**src/cmirq_defines.vh**
```
`ifndef CMIRQ_DEFINES_VH
`define CMIRQ_DEFINES_VH
`define CMIRQ_REG_W          16
`define CMIRQ_SRC_N          9
`define CMIRQ_ENABLE_RESET   16'h0000
`define CMIRQ_ENABLE_WMASK   16'h8FFF
`define CMIRQ_GLOBAL_BIT     15
`define CMIRQ_SUMMARY_BIT    15
`define CMIRQ_COMP_ACT_BIT   8
`define CMIRQ_PRIM_ACT_BIT   7
`define CMIRQ_XTAL_LOS_BIT   6
`define CMIRQ_COMP_LOS_BIT   5
`define CMIRQ_PRIM_LOS_BIT   4
`define CMIRQ_DL_STATE_BIT   3
`define CMIRQ_DL_HOLD_BIT    2
`define CMIRQ_DL_UNLOCK_BIT  1
`define CMIRQ_AL_UNLOCK_BIT  0
`define CMIRQ_LOS_RESET      3'h7
`define CMIRQ_LOS_FLAG_RESET 1'h1
`define CMIRQ_SEL_DEVICE_IRQ 1'h1
`endif
```
**src/cmirq_aggregator.v**
```verilog
`timescale 1ns/10ps
`include "cmirq_defines.vh"
// Notes on behaviour
// - summary flag is OR of nine status bits each ANDed with its enable bit
// - device interrupt is summary flag gated by the global enable
// - status pin carries the gated interrupt when its source select picks it
// - bit 8 mirrors complementary input activity event, gated by enable bit 8
// - bit 7 mirrors primary input activity event, gated by enable bit 7
// - bit 6 mirrors crystal input loss event, gated by enable bit 6
// - bit 5 mirrors complementary input loss event, gated by enable bit 5
// - bit 4 mirrors primary input loss event, gated by enable bit 4
// - bit 3 mirrors digital loop state change event, gated by enable bit 3
// - bit 2 mirrors digital loop hold entry event, gated by enable bit 2
// - bit 1 mirrors digital loop unlock event, gated by enable bit 1
// - bit 0 mirrors analog loop unlock event, gated by enable bit 0
// - all enables, global included, reset to zero
// - loss flags set from reset and while loss persists; a loss_clear pulse clears those its mask names
module cmirq_aggregator
(
  input  wire        ref_clk,
  input  wire        resetn,
  input  wire        reg_wr,
  input  wire        reg_sel_enable,
  input  wire [15:0] reg_wdata,
  input  wire        status_wr,
  input  wire [15:0] status_wdata,
  input  wire        loss_clear,
  input  wire [2:0]  loss_clear_mask,
  input  wire [2:0]  loss_detect,
  input  wire [1:0]  activity_event,
  input  wire        digital_loop_state_change_event,
  input  wire        digital_loop_hold_event,
  input  wire        digital_loop_unlock_event,
  input  wire        analog_loop_unlock_event,
  input  wire        pin_source_sel,
  input  wire        pin_other_source,
  output reg  [15:0] irq_enable_mask_ff,
  output reg  [15:0] irq_status_mirror_ff,
  output reg         device_irq_ff,
  output reg         status_pin_ff
);

  reg  [2:0]  loss_sync1_ff;
  reg  [2:0]  loss_sync2_ff;
  reg         prim_loss_flag_ff;
  reg         comp_loss_flag_ff;
  reg         xtal_loss_flag_ff;
  reg  [1:0]  act_sync1_ff;
  reg  [1:0]  act_sync2_ff;
  reg  [2:0]  dloop_sync1_ff;
  reg  [2:0]  dloop_sync2_ff;
  reg         aloop_sync1_ff;
  reg         aloop_sync2_ff;
  reg  [15:0] nxt_status;
  reg  [8:0]  gated;
  reg         nxt_summary;
  reg         nxt_irq;
  reg         nxt_pin;
  wire        enable_wr;
  wire [2:0]  loss_clr;

  // one source bit counts toward the summary only while its gate is set
  function cmirq_gate_bit;
    input flag;
    input en;
    begin
      cmirq_gate_bit = flag & en;
    end
  endfunction

  // loss levels come from monitors in other clock domains
  always @(posedge ref_clk or negedge resetn)
  begin
    if (!resetn)
    begin
      loss_sync1_ff <= `CMIRQ_LOS_RESET;
      loss_sync2_ff <= `CMIRQ_LOS_RESET;
    end
    else
    begin
      loss_sync1_ff <= loss_detect;
      loss_sync2_ff <= loss_sync1_ff;
    end
  end

  // activity flags are asynchronous levels, two flops before use
  always @(posedge ref_clk or negedge resetn)
  begin
    if (!resetn)
    begin
      act_sync1_ff <= 2'h0;
      act_sync2_ff <= 2'h0;
    end
    else
    begin
      act_sync1_ff <= activity_event;
      act_sync2_ff <= act_sync1_ff;
    end
  end

  // digital loop events: state change, hold entry, unlock
  always @(posedge ref_clk or negedge resetn)
  begin
    if (!resetn)
    begin
      dloop_sync1_ff <= 3'h0;
      dloop_sync2_ff <= 3'h0;
    end
    else
    begin
      dloop_sync1_ff <= {digital_loop_state_change_event, digital_loop_hold_event, digital_loop_unlock_event};
      dloop_sync2_ff <= dloop_sync1_ff;
    end
  end

  // analog loop unlock, two flops like every other source
  always @(posedge ref_clk or negedge resetn)
  begin
    if (!resetn)
    begin
      aloop_sync1_ff <= 1'b0;
      aloop_sync2_ff <= 1'b0;
    end
    else
    begin
      aloop_sync1_ff <= analog_loop_unlock_event;
      aloop_sync2_ff <= aloop_sync1_ff;
    end
  end

  // a clear pulse only touches the flags that its mask names
  assign loss_clr = loss_clear ? loss_clear_mask : 3'h0;

  // set wins over clear, so a persisting loss cannot be cleared
  always @(posedge ref_clk or negedge resetn)
  begin
    if (!resetn)
      prim_loss_flag_ff <= `CMIRQ_LOS_FLAG_RESET;
    else
      prim_loss_flag_ff <= loss_sync2_ff[0] | (prim_loss_flag_ff & ~loss_clr[0]);
  end

  always @(posedge ref_clk or negedge resetn)
  begin
    if (!resetn)
      comp_loss_flag_ff <= `CMIRQ_LOS_FLAG_RESET;
    else
      comp_loss_flag_ff <= loss_sync2_ff[1] | (comp_loss_flag_ff & ~loss_clr[1]);
  end

  always @(posedge ref_clk or negedge resetn)
  begin
    if (!resetn)
      xtal_loss_flag_ff <= `CMIRQ_LOS_FLAG_RESET;
    else
      xtal_loss_flag_ff <= loss_sync2_ff[2] | (xtal_loss_flag_ff & ~loss_clr[2]);
  end

  always @*
  begin
    nxt_status = 16'h0000;
    nxt_status[`CMIRQ_COMP_ACT_BIT]  = act_sync2_ff[1];
    nxt_status[`CMIRQ_PRIM_ACT_BIT]  = act_sync2_ff[0];
    nxt_status[`CMIRQ_XTAL_LOS_BIT]  = xtal_loss_flag_ff;
    nxt_status[`CMIRQ_COMP_LOS_BIT]  = comp_loss_flag_ff;
    nxt_status[`CMIRQ_PRIM_LOS_BIT]  = prim_loss_flag_ff;
    nxt_status[`CMIRQ_DL_STATE_BIT]  = dloop_sync2_ff[2];
    nxt_status[`CMIRQ_DL_HOLD_BIT]   = dloop_sync2_ff[1];
    nxt_status[`CMIRQ_DL_UNLOCK_BIT] = dloop_sync2_ff[0];
    nxt_status[`CMIRQ_AL_UNLOCK_BIT] = aloop_sync2_ff;
    gated[8] = cmirq_gate_bit(nxt_status[8], irq_enable_mask_ff[8]);
    gated[7] = cmirq_gate_bit(nxt_status[7], irq_enable_mask_ff[7]);
    gated[6] = cmirq_gate_bit(nxt_status[6], irq_enable_mask_ff[6]);
    gated[5] = cmirq_gate_bit(nxt_status[5], irq_enable_mask_ff[5]);
    gated[4] = cmirq_gate_bit(nxt_status[4], irq_enable_mask_ff[4]);
    gated[3] = cmirq_gate_bit(nxt_status[3], irq_enable_mask_ff[3]);
    gated[2] = cmirq_gate_bit(nxt_status[2], irq_enable_mask_ff[2]);
    gated[1] = cmirq_gate_bit(nxt_status[1], irq_enable_mask_ff[1]);
    gated[0] = cmirq_gate_bit(nxt_status[0], irq_enable_mask_ff[0]);
    nxt_summary = |gated;
    nxt_status[`CMIRQ_SUMMARY_BIT] = nxt_summary;
    nxt_irq = cmirq_gate_bit(nxt_summary, irq_enable_mask_ff[`CMIRQ_GLOBAL_BIT]);
    nxt_pin = (pin_source_sel == `CMIRQ_SEL_DEVICE_IRQ) ? nxt_irq : pin_other_source;
  end

  // reserved bits 14:12 stay zero; a write there is dropped
  assign enable_wr = reg_wr & reg_sel_enable;

  always @(posedge ref_clk or negedge resetn)
  begin
    if (!resetn)
      irq_enable_mask_ff <= `CMIRQ_ENABLE_RESET;
    else if (enable_wr)
      irq_enable_mask_ff <= reg_wdata & `CMIRQ_ENABLE_WMASK;
  end

  // status_wr and status_wdata are accepted and deliberately dropped
  always @(posedge ref_clk or negedge resetn)
  begin
    if (!resetn)
      irq_status_mirror_ff <= 16'h0000;
    else
      irq_status_mirror_ff <= nxt_status;
  end

  always @(posedge ref_clk or negedge resetn)
  begin
    if (!resetn)
      device_irq_ff <= 1'b0;
    else
      device_irq_ff <= nxt_irq;
  end

  always @(posedge ref_clk or negedge resetn)
  begin
    if (!resetn)
      status_pin_ff <= 1'b0;
    else
      status_pin_ff <= nxt_pin;
  end

endmodule // cmirq_aggregator

```
**config.mk**
```make
export PLATFORM = sky130hd
export DESIGN_NAME = cmirq_aggregator
export DESIGN_NICKNAME = d
export VERILOG_FILES = /design/src/cmirq_aggregator.v
export VERILOG_INCLUDE_DIRS = /design/src /design/src/src
export SDC_FILE = /design/constraint.sdc
export NUM_CORES = 1
export LEC_CHECK = 0
export BUFFER_PORTS_ARGS = -buffer_cell sky130_fd_sc_hd__buf_2
export CAP_MARGIN = 20
export CORE_MARGIN = 2
export CORE_UTILIZATION = 42
export DETAILED_ROUTE_END_ITERATION = 12
export PLACE_DENSITY = 0.75
export SYNTH_ARGS = -nofsm -noshare
export SYNTH_HDL_FRONTEND = slang
export SYNTH_SLANG_ARGS = --single-unit
export TNS_END_PERCENT = 5
```
**constraint.sdc**
```tcl
create_clock -name ref_clk -period 1.6 [get_ports ref_clk]
set_clock_uncertainty 0.05 [all_clocks]
set_input_delay 0.4 -clock ref_clk [delete_from_list [all_inputs] [get_ports ref_clk]]
set_output_delay 0.4 -clock ref_clk [all_outputs]
set_load 0.005 [all_outputs]
```
After elaboration in Yosys (flattened, before gate mapping)
Cells that the tools add are included.

Output and inout bits: 34. Bits in registers: 46. Input port bits: 52.

Muxes and demuxes: 2. Bitwise operators: 20. Reduce and logical (&&, ||, !) cells: 1.

Operator list (count): 1-bit bitwise AND (14); 9-bit OR reduction (1); 3-bit two-way mux (1); 1-bit NOT (3); 1-bit bitwise OR (3); 1-bit two-way mux (1).

Logic depth before layout (Yosys ltp)
Gate-level depths: netlist (run 1).

Depth in word-level cells: 4. Mapped depth: 3. Gate-level depth less buffers: 3.

Least setup slack after synthesis (run 1)
No wires, ideal clock.

Kind: register to register. Start: register irq_enable_mask_ff[1]. End: register device_irq_ff. Stages on the path, launching flop included: 4. Slack: 0.471 ns. Library setup time: 0.140 ns. Arrival: 0.939 ns. Path buffers: 0. Data required time: 1.410 ns. Period minus slack after synthesis: 1.129 ns. Path through: dfrtp_1 a222oi_1 and3_1 a21boi_0.

Cells in the longest elaborated chain, start to end: 3.

Ends and longest elaborated chain: start: declaration (line cmirq_aggregator.v:37) `output reg [15:0] irq_enable_mask_ff,`; start signal: assignment (line cmirq_aggregator.v:192) `` irq_enable_mask_ff <= `CMIRQ_ENABLE_RESET; ``; start signal: assignment (line cmirq_aggregator.v:194) `` irq_enable_mask_ff <= reg_wdata & `CMIRQ_ENABLE_WMASK; ``; 1-bit bitwise AND (line cmirq_aggregator.v:67) `cmirq_gate_bit = flag & en;`; 9-bit OR reduction (line cmirq_aggregator.v:180) `nxt_summary = |gated;`; 1-bit bitwise AND (line cmirq_aggregator.v:67); via nxt_irq (line cmirq_aggregator.v:57) `reg nxt_irq;`; end signal: assignment (line cmirq_aggregator.v:211) `device_irq_ff <= nxt_irq;`; end: declaration (line cmirq_aggregator.v:39) `output reg device_irq_ff,`.

The timed path passes the listed nets, and every way through them passes these cells. A chain may end at the register's enable or synchronous reset.

Worst setup path after layout (run 1)
Start: register irq_enable_mask_ff[7]. End: output irq_enable_mask_ff[7].

No word-level cell between the ends.

==> impl_metrics.csv, run 1 <==
group,metric,value,unit
finish,area_delta_synth_final,25.2,%
setup_path,crit_fanout,3,
setup_path,crit_buf_inv,1,
setup_path,endpoint_kind,"output port",
timing,finalCritPeriodShare,85.8,%
synth,synth_cells,87,
drt,wirelength,2470,um
die,core,3390,sq um
clock_tree,clock-sinks,46,
setup_path,criticalPathCategory,"register to output port",
finish,final_common_cell,"buf_2",
die,die_w,63.9,um
drt,drc,0,
drt,drtPass1Iterations,4,
placed_design,hpwl,1830,um
clock_tree,hold_buffers,1,
clock_tree,cts_resized,0,
synth,syn_area,1510,sq um
die,die_h,63.9,um
setup_path,cp.arrival,0.92,ns
drt,drt-initial-drc-count,29,
clock_tree,clk_pin_slew,0.12,ns
global_routing,gr-usage-all-layers,13.5,%
finish,multi_input_area,295,sq um
finish,final_util,55.6,%
die,start_util,44.4,%
setup_path,cpMaxStageDelayCell,"dfrtp_1",
die,rows,21,
synth,ys_ff_latch,46,
timing,drv_slew,0,
die,dieArea,4080,sq um
min_path,min_path_type,"primary input to register",
setup_path,path_cells,"buf_2",
timing,fmax,728,MHz
power,p_leak,0.922,nW
synth,ys_seq_area_share,77.2,%
synth,ys_warn_count,0,
timing,fin_setup_tns,0,ns
setup_path,crit_path_start_kind,"register",
setup_path,crit_family,"flip-flops",
timing,post-route-worst-setup-slack,0.227,ns
placed_design,finalWeightedCongestion,0.655,
synth,synth_cell_type_count,16,
clock_tree,cts_htree_levels,2,
drt,viasPerCell,4.41,
global_routing,grt_remaining_overflow,0,
global_routing,antenna_found_initial,0,
setup_path,max_stage_delay,0.43,ns
power,powerDensity,1130,nW/um^2
finish,insertedDiodeCount,0,
placed_design,io_buffers,56,
die,ios,86,
finish,register_area,1160,sq um
drt,ant_nets,0,
clock_tree,clk_latency,0.36,ns
global_routing,grt_pass1_vias,870,
finish,nets,202,
global_routing,grt_pass1_wl,3920,um
clock_tree,cts_buffers,5,
finish,drive_gt1_share,58.3,%
timing,rsz0062_at_grt,"false",
timing,setup_viol,0,
timing,holdWs,0.0810,ns
finish,fill_cells,276,
drt,wl_per_cell,12.5,um
job,maxCapViolations,0,
drt,num_vias,869,
run_status,status,"completed",
clock_tree,cts_root_buf,"clkbuf_4",
timing,hold_viol,0,
clock_tree,clockBufferDepth,2,
clock_tree,post_cts_buffers,0,
power,ir_worst_vdd,627,uV
finish,final_cell_mix,"56 x buf_2, 37 x dfrtp_1, 13 x mux2_2, 9 x conb_1, 9 x dfstp_2",
clock_tree,cts_tree,"yes",
synth,syn_avg_cell_area,17.3,sq um
timing,fin_crit,1.37,ns
global_routing,grt_max_degree,31,
placed_design,dpl_worst_slack,0.250,ns
setup_path,crit_required,1.15,ns
[power by group]
group,internal (mW),leakage (nW),switching (mW)
logic,0.140,0.367,0.107
clock network,0.213,0.0353,0.343
registers,1.27,0.520,0.0512
[cell type report]
| cell class | count | area share, % |
|---|---|---|
| clock inverter | 1 | 0.265 |
| clock buffer | 7 | 2.92 |
| multi-input combinational | 39 | 15.7 |
| sequential | 46 | 61.6 |
| tap | 46 | 3.05 |
| timing repair buffer | 58 | 16.5 |
[sequential cells by signal, summed over array words and instances (netlist names)]
name,flops
prim_loss_flag_ff,1
loss_sync2_ff,3
act_sync2_ff,2
dloop_sync1_ff,3
aloop_sync1_ff,1
act_sync1_ff,2
comp_loss_flag_ff,1
status_pin_ff,1
device_irq_ff,1
irq_status_mirror_ff,10
dloop_sync2_ff,3
irq_enable_mask_ff,13
aloop_sync2_ff,1
xtal_loss_flag_ff,1
loss_sync1_ff,3
[cell usage after synthesis]
library cell / number / area (sq um)
buf_6: 1 / 11.3
a21o_1: 3 / 22.5
a21boi_0: 1 / 7.51
and3_1: 1 / 6.26
mux2i_1: 1 / 10.0
a31oi_1: 1 / 6.26
nand2_2: 1 / 6.26
a222oi_1: 1 / 10.0
mux2_2: 13 / 146
buf_4: 9 / 67.6
nand2_1: 6 / 22.5
dfrtp_1: 37 / 926
conb_1: 1 / 3.75
dfstp_2: 9 / 236
a221oi_2: 1 / 15.0
a22o_1: 1 / 8.76
[path summary, 6_finish.rpt]
kind	startpoint	to	slack, ns	depth (start not counted)
hold / removal	loss_detect[0]	loss_sync1_ff[0]$_DFF_PN1_	0.08	1
setup / recovery	irq_enable_mask_ff[7]$_DFFE_PN0P_	irq_enable_mask_ff[7]	0.23	1
hold reg to reg	aloop_sync1_ff$_DFF_PN0_	aloop_sync2_ff$_DFF_PN0_	0.30	0
min in group asynchronous	resetn	dloop_sync2_ff[0]$_DFF_PN0_	0.43	2
max in group asynchronous	resetn	loss_sync2_ff[0]$_DFF_PN1_	0.52	3
setup reg to reg	dloop_sync2_ff[0]$_DFF_PN0_	device_irq_ff$_DFF_PN0_	0.36	3
[kinds of logic after synthesis]
| group | after synthesis | synth area share [%] |
|---|---|---|
| flops | 46 | 77.2 |
| buf+inv | 10 | 5.23 |
| other cells | 1 | 0.249 |
| simple gates | 8 | 2.33 |
| mux | 14 | 10.4 |
| compound gates | 8 | 4.65 |
[metal layers]
| metal | wire length, um | vias to the layer above | global-route usage [%] |
|---|---|---|---|
| met3 | 172 | 8 | 3.70 |
| met2 | 1260 | 44 | 21.4 |
| met1 | 946 | 418 | 15.3 |
| met5 | 0 | - | 0 |
| met4 | 86 | 0 | 10.6 |
| li1 | - | 399 | - |
[per-stage QoR]
step	total power [mW]	instances	cell area, sq um
after floorplan	1.45	95	1540
after global placement	1.58	188	1820
after detailed placement	1.60	188	1820
after CTS	2.16	197	1890
after global routing	2.25	197	1890
final	2.12	197	1890
(Power assumes the default switching activity.)
==> inputs of run 2 (changes only) <==
==> constraint.sdc (replaced) <==
create_clock -name ref_clk -period 1.6 [get_ports ref_clk]
set_clock_uncertainty 0.05 [all_clocks]
set_input_delay 0.4 -clock ref_clk [delete_from_list [all_inputs] [get_ports ref_clk]]
set_output_delay 0.4 -clock ref_clk [all_outputs]
set_load 0.1 [all_outputs]
==> impl_metrics.csv, run 2 (same netlist as run 1, synthesis figures left out) <==
group,metric,value,unit
setup_path,cpMaxStageDelayCell,"dfrtp_1",
global_routing,met1_usage,17.5,%
finish,drive_gt1_share,59.6,%
power,p_leak,0.952,nW
clock_tree,clk_pin_slew,0.12,ns
placed_design,finalWeightedCongestion,0.700,
global_routing,grtUsageMet3,4.05,%
timing,drv_slew,0,
power,powerDensity,1480,nW/um^2
finish,insertedDiodeCount,0,
global_routing,grt_remaining_overflow,0,
timing,rsz0062_at_grt,"false",
timing,finalCritPeriodShare,95.0,%
clock_tree,cts_htree_levels,2,
clock_tree,cts_buffers,5,
drt,ant_nets,0,
drt,viasPerCell,4.51,
placed_design,io_buffers,56,
timing,fin_crit,1.52,ns
clock_tree,clockBufferDepth,2,
timing,setup_viol,0,
finish,largest_reg_flops,13,
drt,wirelength,2570,um
finish,stdcell_area,1970,sq um
clock_tree,cts_tree,"yes",
die,core,3390,sq um
setup_path,crit_family,"flip-flops",
setup_path,max_stage_delay,0.41,ns
power,ir_worst_vdd,887,uV
global_routing,gr-usage-all-layers,14.1,%
die,rows,21,
placed_design,place_area,1820,sq um
die,die_h,63.9,um
finish,area_delta_synth_final,30.6,%
finish,top_regs,"irq_enable_mask_ff x13, irq_status_mirror_ff x10",
timing,hold_viol,0,
min_path,min_path_type,"primary input to register",
setup_path,cp.arrival,1.07,ns
setup_path,endpoint_kind,"output port",
finish,nets,202,
finish,multi_input_area,295,sq um
run_status,status,"completed",
die,dieArea,4080,sq um
global_routing,grt_use_met2,21.9,%
drt,drt-initial-drc-count,18,
finish,largest-register,"irq_enable_mask_ff",
die,die_w,63.9,um
timing,fin_setup_tns,0,ns
die,start_util,44.4,%
timing,fmax,658,MHz
die,ios,86,
setup_path,crit_buf_inv,1,
setup_path,criticalPathCategory,"register to output port",
clock_tree,clock-sinks,46,
setup_path,crit_fanout,3,
finish,final_common_cell,"dfrtp_1",
setup_path,crit_required,1.15,ns
finish,register_area,1160,sq um
finish,final_cell_mix,"36 x dfrtp_1, 31 x buf_2, 18 x clkbuf_4, 13 x mux2_2, 12 x buf_4",
drt,num_vias,888,
job,maxCapViolations,0,
global_routing,antenna_found_initial,0,
finish,fill_cells,274,
drt,drc,0,
global_routing,top_usage_layer,"met2",
drt,wl_per_cell,13.0,um
global_routing,grt_pass1_wl,4190,um
clock_tree,clk_latency,0.35,ns
setup_path,path_cells,"buf_4",
clock_tree,cts_root_buf,"clkbuf_4",
drt,drtPass1Iterations,5,
timing,holdWs,0.0861,ns
setup_path,crit_path_start_kind,"register",
power,power,2.90,mW
global_routing,grt_pass1_vias,921,
global_routing,grt_max_degree,31,
[run 2: final timing paths]
kind | cells after the start | from | endpoint | slack, ns
setup / recovery | 1 | irq_enable_mask_ff[7]$_DFFE_PN0P_ | irq_enable_mask_ff[7] | 0.08
hold reg to reg | 0 | aloop_sync1_ff$_DFF_PN0_ | aloop_sync2_ff$_DFF_PN0_ | 0.31
hold / removal | 1 | loss_detect[1] | loss_sync1_ff[1]$_DFF_PN1_ | 0.09
setup reg to reg | 3 | dloop_sync2_ff[0]$_DFF_PN0_ | device_irq_ff$_DFF_PN0_ | 0.34
max in group asynchronous | 3 | resetn | loss_sync2_ff[0]$_DFF_PN1_ | 0.51
min in group asynchronous | 2 | resetn | irq_status_mirror_ff[8]$_DFF_PN0_ | 0.44
[run 2: timing repair]
| action | 4_1_cts | 5_1_grt |
|---|---|---|
| hold buffers | 1 | 0 |
| cloned | 0 | 0 |
| hold endpoints to repair | 13 | 0 |
| resized for setup | 12 | 13 |
| buffers inserted | 0 | 0 |
| setup endpoints to repair | 12 | 13 |
[run 2: area by class of cell]
cell class / count / area share, %
clock buffer: 5 / 1.91
timing repair buffer: 58 / 19.0
sequential: 46 / 59.2
multi-input combinational: 39 / 15.0
tap: 46 / 2.93
clock inverter: 3 / 2.04
[run 2: stage by stage]
stage | setup WS [ns] | std cells | util [%]
global route | 0.00926 | 197 | 58.0
detailed placement | 0.251 | 188 | 53.6
floorplan | 0.00856 | 95 | -
finish | 0.0801 | 197 | 58.0
global placement | 0.284 | 188 | 53.6
CTS | 0.00145 | 197 | 57.1
[run 2: per-layer routing]
layer  up-vias  share of wire [%]
li1        402                  -
met1       436                 37
met2        42                 54
met3         8                6.5
met4         0                2.1
met5         -                  0
[run 2: power breakdown]
part,leakage [nW],switching [mW],total [mW],internal (mW)
Combinational,0.389,0.725,0.905,0.181
Clock,0.0450,0.345,0.668,0.324
Sequential,0.519,0.0570,1.33,1.27
==> inputs of run 3 (changes only) <==
--- a/config.mk
+++ b/config.mk
@@ -9,9 +9,9 @@
 export BUFFER_PORTS_ARGS = -buffer_cell sky130_fd_sc_hd__buf_2
 export CAP_MARGIN = 20
 export CORE_MARGIN = 2
-export CORE_UTILIZATION = 42
+export CORE_UTILIZATION = 38
 export DETAILED_ROUTE_END_ITERATION = 12
-export PLACE_DENSITY = 0.75
+export PLACE_DENSITY = 0.71
 export SYNTH_ARGS = -nofsm -noshare
 export SYNTH_HDL_FRONTEND = slang
 export SYNTH_SLANG_ARGS = --single-unit
==> constraint.sdc (replaced) <==
create_clock -name ref_clk -period 1.3 [get_ports ref_clk]
set_clock_uncertainty 0.05 [all_clocks]
set_input_delay 0.325 -clock ref_clk [delete_from_list [all_inputs] [get_ports ref_clk]]
set_output_delay 0.325 -clock ref_clk [all_outputs]
set_load 0.1 [all_outputs]
==> impl_metrics.csv, run 3 (same netlist as run 1, synthesis figures left out) <==
group,metric,value,unit
run_status,status,"finished with violations",
run_status,failed_checks,"negative setup slack",
setup_path,crit_path_start_kind,"register",
clock_tree,clk_latency,0.29,ns
finish,largest_reg_flops,13,
finish,fill_cells,290,
timing,hold_viol,0,
timing,holdWs,0.0698,ns
setup_path,rrSetupSlack,-0.04,ns
timing,finalCritPeriodShare,110,%
drt,num_vias,887,
die,die_h,67.0,um
timing,fin_setup_tns,-0.283,ns
placed_design,io_buffers,56,
setup_path,ff2ff_path_depth,3,
power,p_int,2.44,mW
finish,nets,206,
drt,ant_nets,0,
power,switchingPower,1.49,mW
drt,drtPass1Iterations,4,
drt,drt-initial-drc-count,21,
die,dieArea,4480,sq um
finish,drive_gt1_share,66.5,%
timing,setup_viol,5,
min_path,holdPathStages,1,
die,die_w,67.0,um
finish,final_common_cell,"buf_2",
finish,insertedDiodeCount,0,
global_routing,grtUsageMet3,5.07,%
setup_path,worstReg2RegEnd,"device_irq_ff$_DFF_PN0_",
clock_tree,clk_pin_slew,0.08,ns
die,ios,86,
setup_path,startpoint,"irq_enable_mask_ff[1]$_DFFE_PN0P_",
drt,wl_per_cell,13.9,um
setup_path,criticalPathCategory,"register to output port",
global_routing,grt_max_degree,47,
clock_tree,cts_root_buf,"clkbuf_8",
clock_tree,clock-sinks,46,
clock_tree,cts_tree,"yes",
placed_design,finalWeightedCongestion,0.658,
clock_tree,post_cts_buffers,0,
global_routing,grt_use_met2,25.8,%
finish,area_delta_synth_final,56.6,%
global_routing,grt_remaining_overflow,0,
power,comb_power_share,35.6,%
setup_path,r2r_start,"irq_enable_mask_ff[1]$_DFFE_PN0P_",
global_routing,met1_usage,16.8,%
setup_path,endpoint_kind,"output port",
power,p_clk_share,21.5,%
finish,top_regs,"irq_enable_mask_ff x13, irq_status_mirror_ff x10",
clock_tree,cts_htree_levels,2,
die,rows,22,
die,start_util,40.2,%
placed_design,hpwl,2180,um
drt,viasPerCell,4.37,
finish,final_cell_mix,"31 x buf_2, 27 x dfrtp_1, 27 x buf_12, 13 x mux2_2",
global_routing,gr-usage-all-layers,14.6,%
timing,fmax,698,MHz
power,swShare,37.9,%
timing,post-route-worst-setup-slack,-0.132,ns
power,powerDensity,1660,nW/um^2
placed_design,dp_cells,194,
finish,final_util,63.0,%
min_path,hold_start,"loss_detect[0]",
setup_path,crit_required,0.93,ns
setup_path,cp.arrival,1.06,ns
setup_path,crit_fanout,2,
timing,drv_slew,0,
clock_tree,clockBufferDepth,2,
drt,drc,0,
global_routing,top_usage_layer,"met2",
power,power,3.93,mW
global_routing,grt_pass1_vias,943,
global_routing,grt_pass1_wl,4590,um
power,p_seq_share,43.0,%
drt,wirelength,2820,um
power,ir_worst_vdd,942,uV
clock_tree,cts_buffers,5,
global_routing,antenna_found_initial,0,
finish,fin_cells,203,
die,core,3740,sq um
job,maxCapViolations,0,
timing,fin_crit,1.43,ns
min_path,min_path_type,"primary input to register",
power,p_leak,1.10,nW
finish,largest-register,"irq_enable_mask_ff",
timing,rsz0062_at_grt,"true",
min_path,hold_end,"loss_sync1_ff[0]$_DFF_PN1_",
==> run 3: cell count changes in the layout (fill, tap and decap cells not counted), sizes merged <==
cell	change
bufinv	-1
clkbuf	-13
buf	+17
inv	+1
==> run 3: layout make-up <==
| cell class | instances | area, sq um | area share (%) |
|---|---|---|---|
| Clock buffer | 5 | 68.8 | 2.92 |
| Clock inverter | 3 | 18.8 | 0.795 |
| Sequential cell | 46 | 1180 | 49.9 |
| Multi-Input combinational cell | 39 | 295 | 12.5 |
| Tap cell | 48 | 60.1 | 2.55 |
| Timing Repair Buffer | 62 | 739 | 31.3 |
==> run 3: what timing repair did <==
action | CTS | global route
hold buffers | 1 | 0
cloned | 0 | 0
endpoints found under the hold margin | 37 | 0
pin swaps | 2 | 1
setup endpoints to repair | 9 | 15
gates resized for setup | 3 | 1
==> run 3: worst max-delay path, stage by stage, from the launching register on <==
cell,delay (ns)
dfrtp_4,0.48
buf_6,0.13
buf_12,0.15
==> run 3: power by group through the flow <==
| stage | clock [mW] | combinational [mW] | sequential, mW |
|---|---|---|---|
| floorplan | 0 | 0.241 | 2.31 |
| detailed placement | 0 | 1.40 | 1.71 |
| CTS | 0.876 | 1.41 | 1.69 |
| finish | 0.843 | 1.40 | 1.69 |
| global route | 0.937 | 1.44 | 1.71 |
| global placement | 0 | 1.38 | 1.70 |
==> run 3: how the worst max path moves through the flow <==
stage,end,slack (ns),depth (start not counted)
after floorplan,device_irq_ff$_DFF_PN0_,-0.1,3
after global routing,irq_enable_mask_ff[1],-0.17,2
after detailed placement,device_irq_ff$_DFF_PN0_,-0.07,3
final,irq_enable_mask_ff[1],-0.13,2
after CTS,irq_enable_mask_ff[1],-0.15,2
after global placement,device_irq_ff$_DFF_PN0_,-0.05,3
==> run 3: routing by layer <==
layer	share of wire, %	vias up
met5	0	-
met4	0	0
met3	4.9	0
met2	56	36
met1	39	440
li1	-	411
==> run 3: stage by stage <==
stage	cell area (sq um)	setup slack [ns]
2_1_floorplan	1550	-0.0989
3_3_place_gp	2250	-0.0544
3_5_place_dp	2250	-0.0668
4_1_cts	2360	-0.146
5_1_grt	2360	-0.167
6_report	2360	-0.132
